**src/shared/pmd_defs.vh**
```
// constants for the page mode dram controller: pin widths and timing counts
// assumes a 20 mhz mclk; times are in ns (or us/ms) and counts derived here
`ifndef PMD_DEFS_VH
`define PMD_DEFS_VH

`define PMD_CLK_NS          50
`define PMD_ADDR_W          18
`define PMD_MUX_W           9
`define PMD_ROW_LSB         9
// power-up pause and wake-up row strobes
`define PMD_PWRUP_US        200
`define PMD_PWRUP_CYC       ((`PMD_PWRUP_US * 1000) / `PMD_CLK_NS)
`define PMD_WAKE_CYCLES     8
// refresh: 256 rows each 4 ms
`define PMD_REF_ROWS        256
`define PMD_REF_MS          4
`define PMD_REF_INT_CYC     ((`PMD_REF_MS * 1000000) / (`PMD_REF_ROWS * `PMD_CLK_NS))
// strobe timing (fastest grade), least times rounded up
`define PMD_RAS_MIN_NS      70
`define PMD_RAS_MIN_CYC     ((`PMD_RAS_MIN_NS + `PMD_CLK_NS - 1) / `PMD_CLK_NS)
`define PMD_RP_NS           50
`define PMD_RP_CYC          ((`PMD_RP_NS + `PMD_CLK_NS - 1) / `PMD_CLK_NS)
`define PMD_RC_NS           130
`define PMD_RC_CYC          ((`PMD_RC_NS + `PMD_CLK_NS - 1) / `PMD_CLK_NS)
`define PMD_PC_NS           45
`define PMD_PC_CYC          ((`PMD_PC_NS + `PMD_CLK_NS - 1) / `PMD_CLK_NS)
`define PMD_CP_NS           10
`define PMD_CP_CYC          ((`PMD_CP_NS + `PMD_CLK_NS - 1) / `PMD_CLK_NS)
`define PMD_CAC_NS          20
`define PMD_CAC_CYC         ((`PMD_CAC_NS + `PMD_CLK_NS - 1) / `PMD_CLK_NS)
`define PMD_CSR_NS          10
`define PMD_CSR_CYC         ((`PMD_CSR_NS + `PMD_CLK_NS - 1) / `PMD_CLK_NS)
`define PMD_CPT_NS          35
`define PMD_CPT_CYC         ((`PMD_CPT_NS + `PMD_CLK_NS - 1) / `PMD_CLK_NS)
// page row active longest time, rounded down
`define PMD_RASP_MAX_NS     100000
`define PMD_RASP_MAX_CYC    (`PMD_RASP_MAX_NS / `PMD_CLK_NS)
// page closes this many cycles early so one last access still fits
`define PMD_RASP_MARGIN     16
// read sample waits for the three input stages and the agreement flop
`define PMD_SYNC_LAT        3

`endif

```
**src/rtl/pmd_ctrl.v**
```verilog
// host-side controller for a 256k x 1 page mode dram
// assumes the dram pins connect directly; q is sampled through a synchroniser
`include "pmd_defs.vh"

module pmd_ctrl #(
    parameter PWRUP_CYC   = `PMD_PWRUP_CYC,
    parameter REF_INT_CYC = `PMD_REF_INT_CYC
) (
    input  wire                    mclk,
    input  wire                    reset_n,
    input  wire                    req_valid,
    output wire                    req_ready,
    input  wire                    req_write,
    input  wire                    req_page,
    input  wire [`PMD_ADDR_W-1:0]  req_addr,
    input  wire                    req_wdata,
    output reg                     rd_valid,
    output reg                     rd_data,
    output reg                     init_done,
    output reg  [`PMD_MUX_W-1:0]   mux_addr_pins,
    output reg                     ras_n,
    output reg                     cas_n,
    output reg                     we_n,
    output reg                     din,
    input  wire                    dout
);
    localparam ST_PWRUP  = 4'h0;
    localparam ST_IDLE   = 4'h1;
    localparam ST_ROW    = 4'h2;
    localparam ST_COL    = 4'h3;
    localparam ST_CASLO  = 4'h4;
    localparam ST_PAGE   = 4'h5;
    localparam ST_CASHI  = 4'h6;
    localparam ST_PRECH  = 4'h7;
    localparam ST_CBR_C  = 4'h8;
    localparam ST_CBR_R  = 4'h9;
    localparam ST_WAKE   = 4'ha;

    localparam CW = 22;

    // counts sized to the counter so no load drops or pads bits
    localparam [CW-1:0] K_PWRUP    = PWRUP_CYC;
    localparam [CW-1:0] K_REF_M1   = REF_INT_CYC - 1;
    localparam [CW-1:0] K_RASP_LIM = `PMD_RASP_MAX_CYC - `PMD_RASP_MARGIN;
    localparam [CW-1:0] K_RAS_MIN  = `PMD_RAS_MIN_CYC;
    localparam [CW-1:0] K_RAS_M1   = `PMD_RAS_MIN_CYC - 1;
    localparam [CW-1:0] K_RP_M1    = `PMD_RP_CYC - 1;
    localparam [CW-1:0] K_RC       = `PMD_RC_CYC;
    localparam [CW-1:0] K_CP       = `PMD_CP_CYC;
    localparam [CW-1:0] K_CSR_M1   = `PMD_CSR_CYC - 1;
    // read waits the access time plus the synchroniser latency
    localparam [CW-1:0] K_ACC      = `PMD_CAC_CYC + `PMD_SYNC_LAT;
    localparam [3:0]    K_WAKE     = `PMD_WAKE_CYCLES;

    reg  [3:0]            state_reg;
    reg  [CW-1:0]         cnt_reg;
    reg  [CW-1:0]         ras_cnt_reg;
    reg  [CW-1:0]         ref_cnt_reg;
    reg  [8:0]            ref_owed_reg;
    reg  [3:0]            wake_reg;
    reg  [`PMD_ADDR_W-1:0] addr_reg;
    reg                   wr_reg;
    reg                   page_reg;
    wire                  dout_s;

    pmd_sync3 u_sync (
        .mclk    (mclk),
        .reset_n (reset_n),
        .d       (dout),
        .q       (dout_s)
    );

    wire cnt_done   = (cnt_reg == {CW{1'b0}});
    // ready only while a page is open on the same row, or idle with no refresh owed
    wire same_row   = (req_addr[`PMD_ADDR_W-1:`PMD_ROW_LSB] ==
                       addr_reg[`PMD_ADDR_W-1:`PMD_ROW_LSB]);
    wire rasp_left  = (ras_cnt_reg < K_RASP_LIM);
    // a request without req_page waits until the page has closed
    wire page_ok    = (state_reg == ST_PAGE) && cnt_done && same_row && rasp_left &&
                      req_page && (ref_owed_reg == 9'h000);
    assign req_ready = init_done && cnt_done && (ref_owed_reg == 9'h000) &&
                       ((state_reg == ST_IDLE) || page_ok);

    // ------------------------------------------------------------------
    // refresh debt
    // ------------------------------------------------------------------
    wire ref_tick = (ref_cnt_reg == {CW{1'b0}});
    wire ref_done = (state_reg == ST_CBR_R) && cnt_done;
    always @(posedge mclk) begin
        if (!reset_n) begin
            ref_cnt_reg  <= {CW{1'b0}};
            ref_owed_reg <= 9'h000;
        end else begin
            ref_cnt_reg <= ref_tick ? K_REF_M1 : ref_cnt_reg - 1'b1;
            if (init_done) begin
                case ({ref_tick, ref_done})
                    2'b10:   ref_owed_reg <= ref_owed_reg + 1'b1;
                    2'b01:   ref_owed_reg <= ref_owed_reg - 1'b1;
                    default: ref_owed_reg <= ref_owed_reg;
                endcase
            end
        end
    end

    // ------------------------------------------------------------------
    // main sequencer
    // ------------------------------------------------------------------
    always @(posedge mclk) begin
        if (!reset_n) begin
            state_reg     <= ST_PWRUP;
            cnt_reg       <= {CW{1'b0}};
            ras_cnt_reg   <= {CW{1'b0}};
            wake_reg      <= 4'h0;
            addr_reg      <= {`PMD_ADDR_W{1'b0}};
            wr_reg        <= 1'b0;
            page_reg      <= 1'b0;
            init_done     <= 1'b0;
            mux_addr_pins <= {`PMD_MUX_W{1'b0}};
            ras_n         <= 1'b1;
            cas_n         <= 1'b1;
            we_n          <= 1'b1;
            din           <= 1'b0;
            rd_valid      <= 1'b0;
            rd_data       <= 1'b0;
        end else begin
            rd_valid <= 1'b0;
            if (!cnt_done) begin
                cnt_reg <= cnt_reg - 1'b1;
            end
            ras_cnt_reg <= ras_n ? {CW{1'b0}} : ras_cnt_reg + 1'b1;
            case (state_reg)
                ST_PWRUP: begin
                    if (cnt_reg == {CW{1'b0}} && wake_reg == 4'h0) begin
                        cnt_reg  <= K_PWRUP;
                        wake_reg <= 4'h1;
                    end else if (cnt_done) begin
                        wake_reg  <= 4'h0;
                        state_reg <= ST_WAKE;
                    end
                end
                ST_WAKE: begin
                    if (cnt_done) begin
                        if (ras_n) begin
                            if (wake_reg == K_WAKE) begin
                                init_done <= 1'b1;
                                state_reg <= ST_IDLE;
                            end else begin
                                ras_n   <= 1'b0;
                                cnt_reg <= K_RAS_M1;
                            end
                        end else begin
                            ras_n    <= 1'b1;
                            wake_reg <= wake_reg + 1'b1;
                            cnt_reg  <= K_RP_M1;
                        end
                    end
                end
                ST_IDLE: begin
                    if (cnt_done && init_done && ref_owed_reg != 9'h000) begin
                        cas_n     <= 1'b0;
                        cnt_reg   <= K_CSR_M1;
                        state_reg <= ST_CBR_C;
                    end else if (req_valid && req_ready) begin
                        addr_reg  <= req_addr;
                        wr_reg    <= req_write;
                        page_reg  <= req_page;
                        din       <= req_wdata;
                        mux_addr_pins <= req_addr[`PMD_ADDR_W-1:`PMD_ROW_LSB];
                        state_reg <= ST_ROW;
                    end
                end
                ST_ROW: begin
                    ras_n     <= 1'b0;
                    state_reg <= ST_COL;
                end
                ST_COL: begin
                    // column half; column address before strobe
                    mux_addr_pins <= addr_reg[`PMD_ROW_LSB-1:0];
                    we_n      <= ~wr_reg;
                    state_reg <= ST_CASLO;
                    cnt_reg   <= {CW{1'b0}};
                end
                ST_CASLO: begin
                    cas_n     <= 1'b0;
                    cnt_reg   <= K_ACC;
                    state_reg <= ST_CASHI;
                end
                ST_CASHI: begin
                    // access from column strobe, plus synchroniser delay
                    if (cnt_done) begin
                        if (!wr_reg) begin
                            rd_valid <= 1'b1;
                            rd_data  <= dout_s;
                        end
                        // write select held past column rise
                        cas_n     <= 1'b1;
                        cnt_reg   <= K_CP;
                        state_reg <= page_reg ? ST_PAGE : ST_PRECH;
                    end
                end
                ST_PAGE: begin
                    we_n <= 1'b1;
                    if (page_ok && req_valid && req_page) begin
                        addr_reg      <= req_addr;
                        wr_reg        <= req_write;
                        din           <= req_wdata;
                        mux_addr_pins <= req_addr[`PMD_ROW_LSB-1:0];
                        we_n          <= ~req_write;
                        state_reg     <= ST_CASLO;
                    end else if (cnt_done && ras_cnt_reg >= K_RAS_MIN) begin
                        // close page when idle or too long
                        state_reg <= ST_PRECH;
                        cnt_reg   <= {CW{1'b0}};
                    end
                end
                ST_PRECH: begin
                    if (cnt_done && ras_cnt_reg >= K_RAS_MIN) begin
                        ras_n     <= 1'b1;
                        we_n      <= 1'b1;
                        cnt_reg   <= K_RC;
                        state_reg <= ST_IDLE;
                    end
                end
                ST_CBR_C: begin
                    if (cnt_done) begin
                        ras_n     <= 1'b0;
                        cnt_reg   <= K_RAS_MIN;
                        state_reg <= ST_CBR_R;
                    end
                end
                ST_CBR_R: begin
                    if (cnt_done) begin
                        ras_n     <= 1'b1;
                        // no counter test: column strobe rises with row strobe
                        cas_n     <= 1'b1;
                        cnt_reg   <= K_RC;
                        state_reg <= ST_IDLE;
                    end
                end
                default: state_reg <= ST_IDLE;
            endcase
        end
    end
endmodule // pmd_ctrl

```
**src/rtl/pmd_sync3.v**
```verilog
// three-stage input synchroniser with agreement of the last two stages
// assumes d comes from outside the mclk domain
module pmd_sync3 (
    input  wire mclk,
    input  wire reset_n,
    input  wire d,
    output reg  q
);
    reg s1_reg;
    reg s2_reg;
    reg s3_reg;

    always @(posedge mclk) begin
        if (!reset_n) begin
            s1_reg <= 1'b0;
            s2_reg <= 1'b0;
            s3_reg <= 1'b0;
            q      <= 1'b0;
        end else begin
            s1_reg <= d;
            s2_reg <= s1_reg;
            s3_reg <= s2_reg;
            // only a settled level counts
            if (s2_reg == s3_reg) begin
                q <= s3_reg;
            end
        end
    end
endmodule // pmd_sync3

```
**config.mk**
```make
export PLATFORM = sky130hd
export DESIGN_NAME = pmd_ctrl
export DESIGN_NICKNAME = d
export VERILOG_FILES = /design/src/rtl/pmd_ctrl.v /design/src/rtl/pmd_sync3.v
export VERILOG_INCLUDE_DIRS = /design/src /design/src/shared
export SDC_FILE = /design/constraint.sdc
export NUM_CORES = 1
export LEC_CHECK = 0
export BUFFER_PORTS_ARGS = -buffer_cell sky130_fd_sc_hd__buf_2
export CORE_MARGIN = 4
export CORE_UTILIZATION = 61
export CTS_CLUSTER_SIZE = 12
export DETAILED_ROUTE_END_ITERATION = 10
export GPL_TIMING_DRIVEN = 0
export PLACE_DENSITY = 0.8
export SYNTH_ARGS = -nofsm -noshare
export SYNTH_HDL_FRONTEND = slang
export SYNTH_SLANG_ARGS = --single-unit
export TNS_END_PERCENT = 10
```
**constraint.sdc**
```tcl
create_clock -name mclk -period 4.3 [get_ports mclk]
set_input_delay 0.43 -clock mclk [delete_from_list [all_inputs] [get_ports mclk]]
set_output_delay 0.43 -clock mclk [all_outputs]
set_load 0.05 [all_outputs]
```
==> metrics.yaml, run 1 <==
status: "complete, no violations"
globalplace.congestion: 0.972
cpPeakStageDelay_ps: 380
yosys_warnings: 0
postCtsHoldBufs: 0
avgSynthCellArea_um2: 8.09
power_mw: 4.71
path_clk_slew_ps: 60
wl_um: 15800
cp.required_ps: 4690
critPathMaxFanout: 11
min_from: "dout"
htreeDepth: 4
dp_hpwl_um: 11300
tightest_slew_ps: 783
core_area_mm2: 0.00986
grt_pass1_wl_um: 26600
min_to: "u_sync.s1_reg"
critPathTopFamily: "simple AND/OR/NAND/NOR gates"
synth_common_cells: "123 x dfxtp_1, 95 x nand2_1, 93 x nor2_1"
setup_tns_ps: 0
io_buffers: 40
hold_depth: 2
grt_max_degree: 17
fin_util_pct: 73.2
fin_cells: 977
crit_path_end_kind: "register"
crit_type: "register to register"
synthFlopType: "dfxtp_1"
ys_types: 63
detail-route-antenna-nets: 0
finalSetupViolCount: 0
layout-drive-gt1-share_pct: 11.5
drt_iter0_drc: 502
cpMaxStageDelayCell: "dfxtp_1"
syn2layout_area_growth_pct: 15.8
fillerInstances: 767
initial_core_util_pct: 63.2
ir_drop_uv: 432
fmax_mhz: 252
grt_pass1_vias: 5794
crit_buf_inv: 3
fin_crit_sh_pct: 92.2
via_per_inst: 6.01
synthCells: 770
p_per_area_mw_per_mm2: 653
yosysSeqAreaShare_pct: 39.5
yosysTopAreaCell: "dfxtp_1"
r2r_start: "cnt_reg[9]"
synth_top_area_share_pct: 39.5
hp-class: "input port to register"
cts_tree: "yes"
synthesis.area_mm2: 0.00623
ys_top_cells_by_area: "dfxtp_1 40%, xnor2_1 6.0%, nand2_1 5.7%"
grt_antenna_before_repair: 0
finalNetCount: 874
finalMaxSlewViolations: 0
n_antenna_cell: 0
io_pins: 42
skew_ps: 6.88
grt_usage_pct: 28.2
power_leakage_nw: 2.70
chipHeight_um: 109
async_reset_ff_share_pct: 0
synthesis.nets: 813
cts_root_buf: "clkbuf_8"
die_area_mm2: 0.0119
worstRegToRegCells: 16
cts_sinks: 123
rsz0062_at_grt: "no"
clk_latency_ps: 520
placedInstanceArea_mm2: 0.00660
cp_cell_sequence: "nor4_4, and3_1, buf_2, and3_4, inv_2, clkbuf_2, nor3_2, ha_2, ha_1, nor2b_1, o21ai_0, a21oi_1, o41ai_2, mux2i_1, xnor2_1, nor2_1"
hold_viol_final: 0
worstPathArrival_ps: 4350
numCtsBuffers: 17
fin_area_mm2: 0.00722
ys_ff_latch: 123
rr_endpoint: "ref_owed_reg[8]"
clk_path_buf_depth: 2
crit_path_start_kind: "register"
avgRoutedWirePerCell_um: 16.2
post-route-min-period_ps: 3960
grt-ovfl-total: 0
multiInputGateArea_mm2: 0.00357
cap_violations: 0
rrSetupSlack_ps: 340
dieWidth_um: 109
vias: 5869
drc: 0
yosysMostFrequentCell: "dfxtp_1"
rows: 36
dr.pass1.iters: 5
regArea_mm2: 0.00246
slew-limit-headroom_pct: 47.1
synth_edf_count: 0
placed_cells: 943
## per-stage QoR
step | setup slack, ps | hold slack [ps]
after floorplan | 672 | 412
after global placement | 78.7 | 420
after detailed placement | 20.8 | 439
after CTS | 69.6 | 106
after global routing | 90.0 | 115
final | 337 | 120
## worst max path at each step
stage,start,to,depth (start not counted),slack (ps)
floorplan,cnt_reg[5],ref_owed_reg[8],15,670
global placement,cnt_reg[9],ref_owed_reg[8],16,80
detailed placement,cnt_reg[9],ref_owed_reg[8],16,20
CTS,cnt_reg[9],ref_owed_reg[8],16,70
global route,cnt_reg[9],ref_owed_reg[8],16,90
finish,cnt_reg[9],ref_owed_reg[8],16,340
## cells by family (layout without fill, tap and decap cells)
logic type,count (synthesis),count (layout),share of synthesized area [%]
adders and majority gates,18,18,3.73
buffers and inverters,58,132,3.73
AOI/OAI and AO/OA,154,154,15.5
DFF,123,123,39.5
and+or+nand+nor,342,342,26.9
xor gates and xnor gates,70,70,9.84
muxes,5,5,0.803
## routing by layer
layer  routed length [um]  share of wire [%]  global-route usage [%]  up-vias
met3                 1050                6.6                    7.82       49
met1                 6850                 43                    34.5     2750
met2                 7410                 47                    46.4      231
met4                  476                3.0                    12.1        0
met5                    0                  0                       0        -
li1                     -                  -                       -     2839
## where the power goes
| group | switching, mW | internal [mW] | total (mW) | leakage [nW] |
|---|---|---|---|---|
| clock network | 0.488 | 0.880 | 1.37 | 0.288 |
| logic | 1.08 | 0.730 | 1.81 | 1.41 |
| registers | 0.193 | 1.34 | 1.53 | 0.998 |
## final cells by class
class / count / share of cell area, %
multi-input cells: 589 / 49.4
flip-flops and latches: 123 / 34.1
clock buffers: 24 / 6.66
repair buffers: 42 / 2.98
well taps: 133 / 2.31
plain buffers: 35 / 2.05
clock inverters: 8 / 1.25
inverters: 23 / 1.20
## layout by cell type, fill, tap and decap left out, types with 9 or more instances in the layout
| master | count |
|---|---|
| buf_2 | 46 |
| nand4_1 | 13 |
| a22o_1 | 9 |
| o21ai_0 | 21 |
| and2_1 | 10 |
| nor3_1 | 24 |
| xor2_1 | 27 |
| dfxtp_1 | 123 |
| a21oi_1 | 66 |
| nand2_1 | 95 |
| nor2_1 | 93 |
| inv_1 | 22 |
| o31ai_1 | 9 |
| nand3_1 | 37 |
| ha_1 | 16 |
| clkbuf_16 | 16 |
| nor4_1 | 15 |
| xnor2_1 | 43 |
| clkbuf_1 | 28 |
## repair_timing
item / in CTS / in global routing
gates resized for setup: 1 / 7
endpoints found under the setup margin: 1 / 2
pin swaps: 0 / 1
buffers inserted: 0 / 2
Power figures use the tool's default switching activity.
==> inputs of run 2 (changes only) <==
--- a/config.mk
+++ b/config.mk
@@ -6,8 +6,9 @@
 export SDC_FILE = /design/constraint.sdc
 export NUM_CORES = 1
 export LEC_CHECK = 0
+export ABC_AREA = 1
 export BUFFER_PORTS_ARGS = -buffer_cell sky130_fd_sc_hd__buf_2
-export CORE_MARGIN = 4
+export CORE_MARGIN = 3
 export CORE_UTILIZATION = 61
 export CTS_CLUSTER_SIZE = 12
 export DETAILED_ROUTE_END_ITERATION = 10
==> run 2 against run 1 <==
- sequential share of layout area shrank 2.3 points
- global-route usage shrank 0.45 points
- total power grew 15%
- sequential power grew 5%
- register-to-register slack gained 540 ps
- count of clock-buffer cells in the layout shrank 1
- critical path depth grew 1
- hold slack lost 37 ps
- non-clock buffer count shrank 9
- cell count grew 25%
==> metrics.yaml, run 2 <==
io_pins: 42
syn2layout_area_growth_pct: 13.1
async_reset_ff_share_pct: 0
ys_ff_latch: 123
crit_path_end_kind: "register"
ys_top_cells_by_area: "dfxtp_1 36%, nand2_1 10%, inv_1 7.4%"
tightest_slew_ps: 645
power_leakage_nw: 3.52
rr_endpoint: "ref_owed_reg[8]"
critPathMaxFanout: 11
initial_core_util_pct: 62.8
avgRoutedWirePerCell_um: 13.6
path_clk_slew_ps: 60
grt_pass1_wl_um: 28700
rrSetupSlack_ps: 880
ir_drop_uv: 483
crit_type: "register to register"
io_buffers: 41
dieWidth_um: 112
cts_setup_buffers: 0
chipHeight_um: 112
synthCells: 1008
yosysSeqAreaShare_pct: 36.0
crit_buf_inv: 3
critPathTopFamily: "adder cells"
cpMaxStageDelayCell: "fa_1"
cts_tree: "yes"
detail-route-antenna-nets: 0
dp_hpwl_um: 12100
rows: 38
p_per_area_mw_per_mm2: 703
placedInstanceArea_mm2: 0.00722
finalMaxSlewViolations: 0
numCtsBuffers: 17
avgSynthCellArea_um2: 6.79
status: "complete, no violations"
wl_um: 16600
synthFlopType: "dfxtp_1"
cp.required_ps: 4770
grt_pass1_vias: 6273
clk_path_buf_depth: 2
ys_types: 49
hold_depth: 3
mostFrequentLayoutCell: "nand2_1"
skew_ps: 7.44
cts_root_buf: "clkbuf_8"
vias: 6611
dr.pass1.iters: 5
slew-limit-headroom_pct: 57.0
die_area_mm2: 0.0125
cp_common_cell: "o21ai_0"
min_from: "dout"
cts_sinks: 123
drt_iter0_drc: 524
finalSetupViolCount: 0
synthesis.area_mm2: 0.00684
synthesis.nets: 1051
yosys_warnings: 0
crit_path_start_kind: "register"
drc: 0
synth_top_area_share_pct: 36.0
grt_antenna_before_repair: 0
synth_common_cells: "186 x nand2_1, 135 x inv_1, 132 x nor2_1"
r2r_start: "cnt_reg[0]"
hp-class: "input port to register"
cpPeakStageDelay_ps: 410
cp_cell_sequence: "inv_1, ha_1, nand3_1, nor3_1, nand3_1, buf_2, nor2_1, ha_1, inv_1, fa_1, o21ai_0, nand4_1, o211ai_1, a21oi_1, o21ai_0, o21ai_0, a21oi_1"
rsz0062_at_grt: "no"
via_per_inst: 5.42
hold_ws_ps: 83.5
clk_latency_ps: 530
worstPathArrival_ps: 3890
fin_crit_sh_pct: 79.5
core_area_mm2: 0.0109
cap_violations: 0
min_to: "u_sync.s1_reg"
final_cell_mix: "186 x nand2_1, 135 x inv_1, 132 x nor2_1"
setup_tns_ps: 0
fin_area_mm2: 0.00774
fmax_mhz: 292
grt-ovfl-total: 0
globalplace.congestion: 0.952
placed_cells: 1189
finalNetCount: 1111
worstRegToRegCells: 17
postCtsHoldBufs: 0
grt_usage_pct: 27.7
htreeDepth: 4
post-route-min-period_ps: 3420
synth_edf_count: 0
fin_cells: 1220
hold_viol_final: 0
yosysMostFrequentCell: "nand2_1"
layout-drive-gt1-share_pct: 11.1
grt_max_degree: 17
yosysTopAreaCell: "dfxtp_1"
n_antenna_cell: 0
cts-resized-gates: 0
[run 2: cell count changes in the layout (fill, tap and decap cells not counted), moves of 24 or more]
cell	change
a21oi_1	+25
inv_1	+113
nand2_1	+91
nand3_1	+49
nor2_1	+39
o21ai_0	+24
xnor2_1	-30
[run 2: layout make-up]
class	count	area, um^2
fillers	957	3150
multi-input cells	714	3690
repair buffers	41	205
flip-flops and latches	123	2460
clock inverters	8	71.3
plain buffers	27	143
well taps	140	175
clock buffers	23	447
inverters	144	541
[run 2: report_power, final]
group	switching [mW]	internal, mW	total [mW]
clock	0.499	0.773	1.27
combinational	1.68	0.888	2.57
sequential	0.211	1.39	1.60
total	2.39	3.05	5.44
[run 2: per-layer routing]
layer	vias to the layer above	track usage, %	wire, um
li1	3404	-	-
met1	2981	37.5	7870
met2	193	43.0	7420
met3	33	6.20	895
met4	0	11.4	386
met5	-	0	0
[run 2: worst max-delay path by stage]
stage                 endpoint        from  cells after the start  slack, ps
2_1_floorplan  ref_owed_reg[8]  cnt_reg[0]                     17       1400
3_3_place_gp   ref_owed_reg[6]  cnt_reg[0]                     16        910
3_5_place_dp   ref_owed_reg[8]  cnt_reg[0]                     17        880
4_1_cts        ref_owed_reg[8]  cnt_reg[0]                     17        870
5_1_grt        ref_owed_reg[8]  cnt_reg[0]                     17        500
6_report       ref_owed_reg[8]  cnt_reg[0]                     17        880
[run 2: stage by stage]
step / util, % / power (mW) / setup WS (ps)
3_3_place_gp: 66.3 / 4.10 / 914
4_1_cts: 71.1 / 5.43 / 867
2_1_floorplan: - / 3.61 / 1400
5_1_grt: 71.1 / 5.89 / 502
3_5_place_dp: 66.3 / 4.13 / 882
6_report: 71.1 / 5.44 / 880
[run 2: logic make-up (layout without fill, tap and decap cells)]
group                    count (synthesis)  count (layout)  synth area share, %
AND/OR/NAND/NOR                        491             491                 32.2
AO/OA/AOI/OAI                          171             171                 14.0
buffers and inverters                  171             243                 9.99
flip-flops                             123             123                 36.0
XOR/XNOR                                34              34                 4.35
adder cells (fa/ha/maj)                 18              18                 3.40
[run 2: tightest hold or removal path, cell delays in order]
cell and delay (ps):
buf_2 70, nand2_1 40, inv_1 40
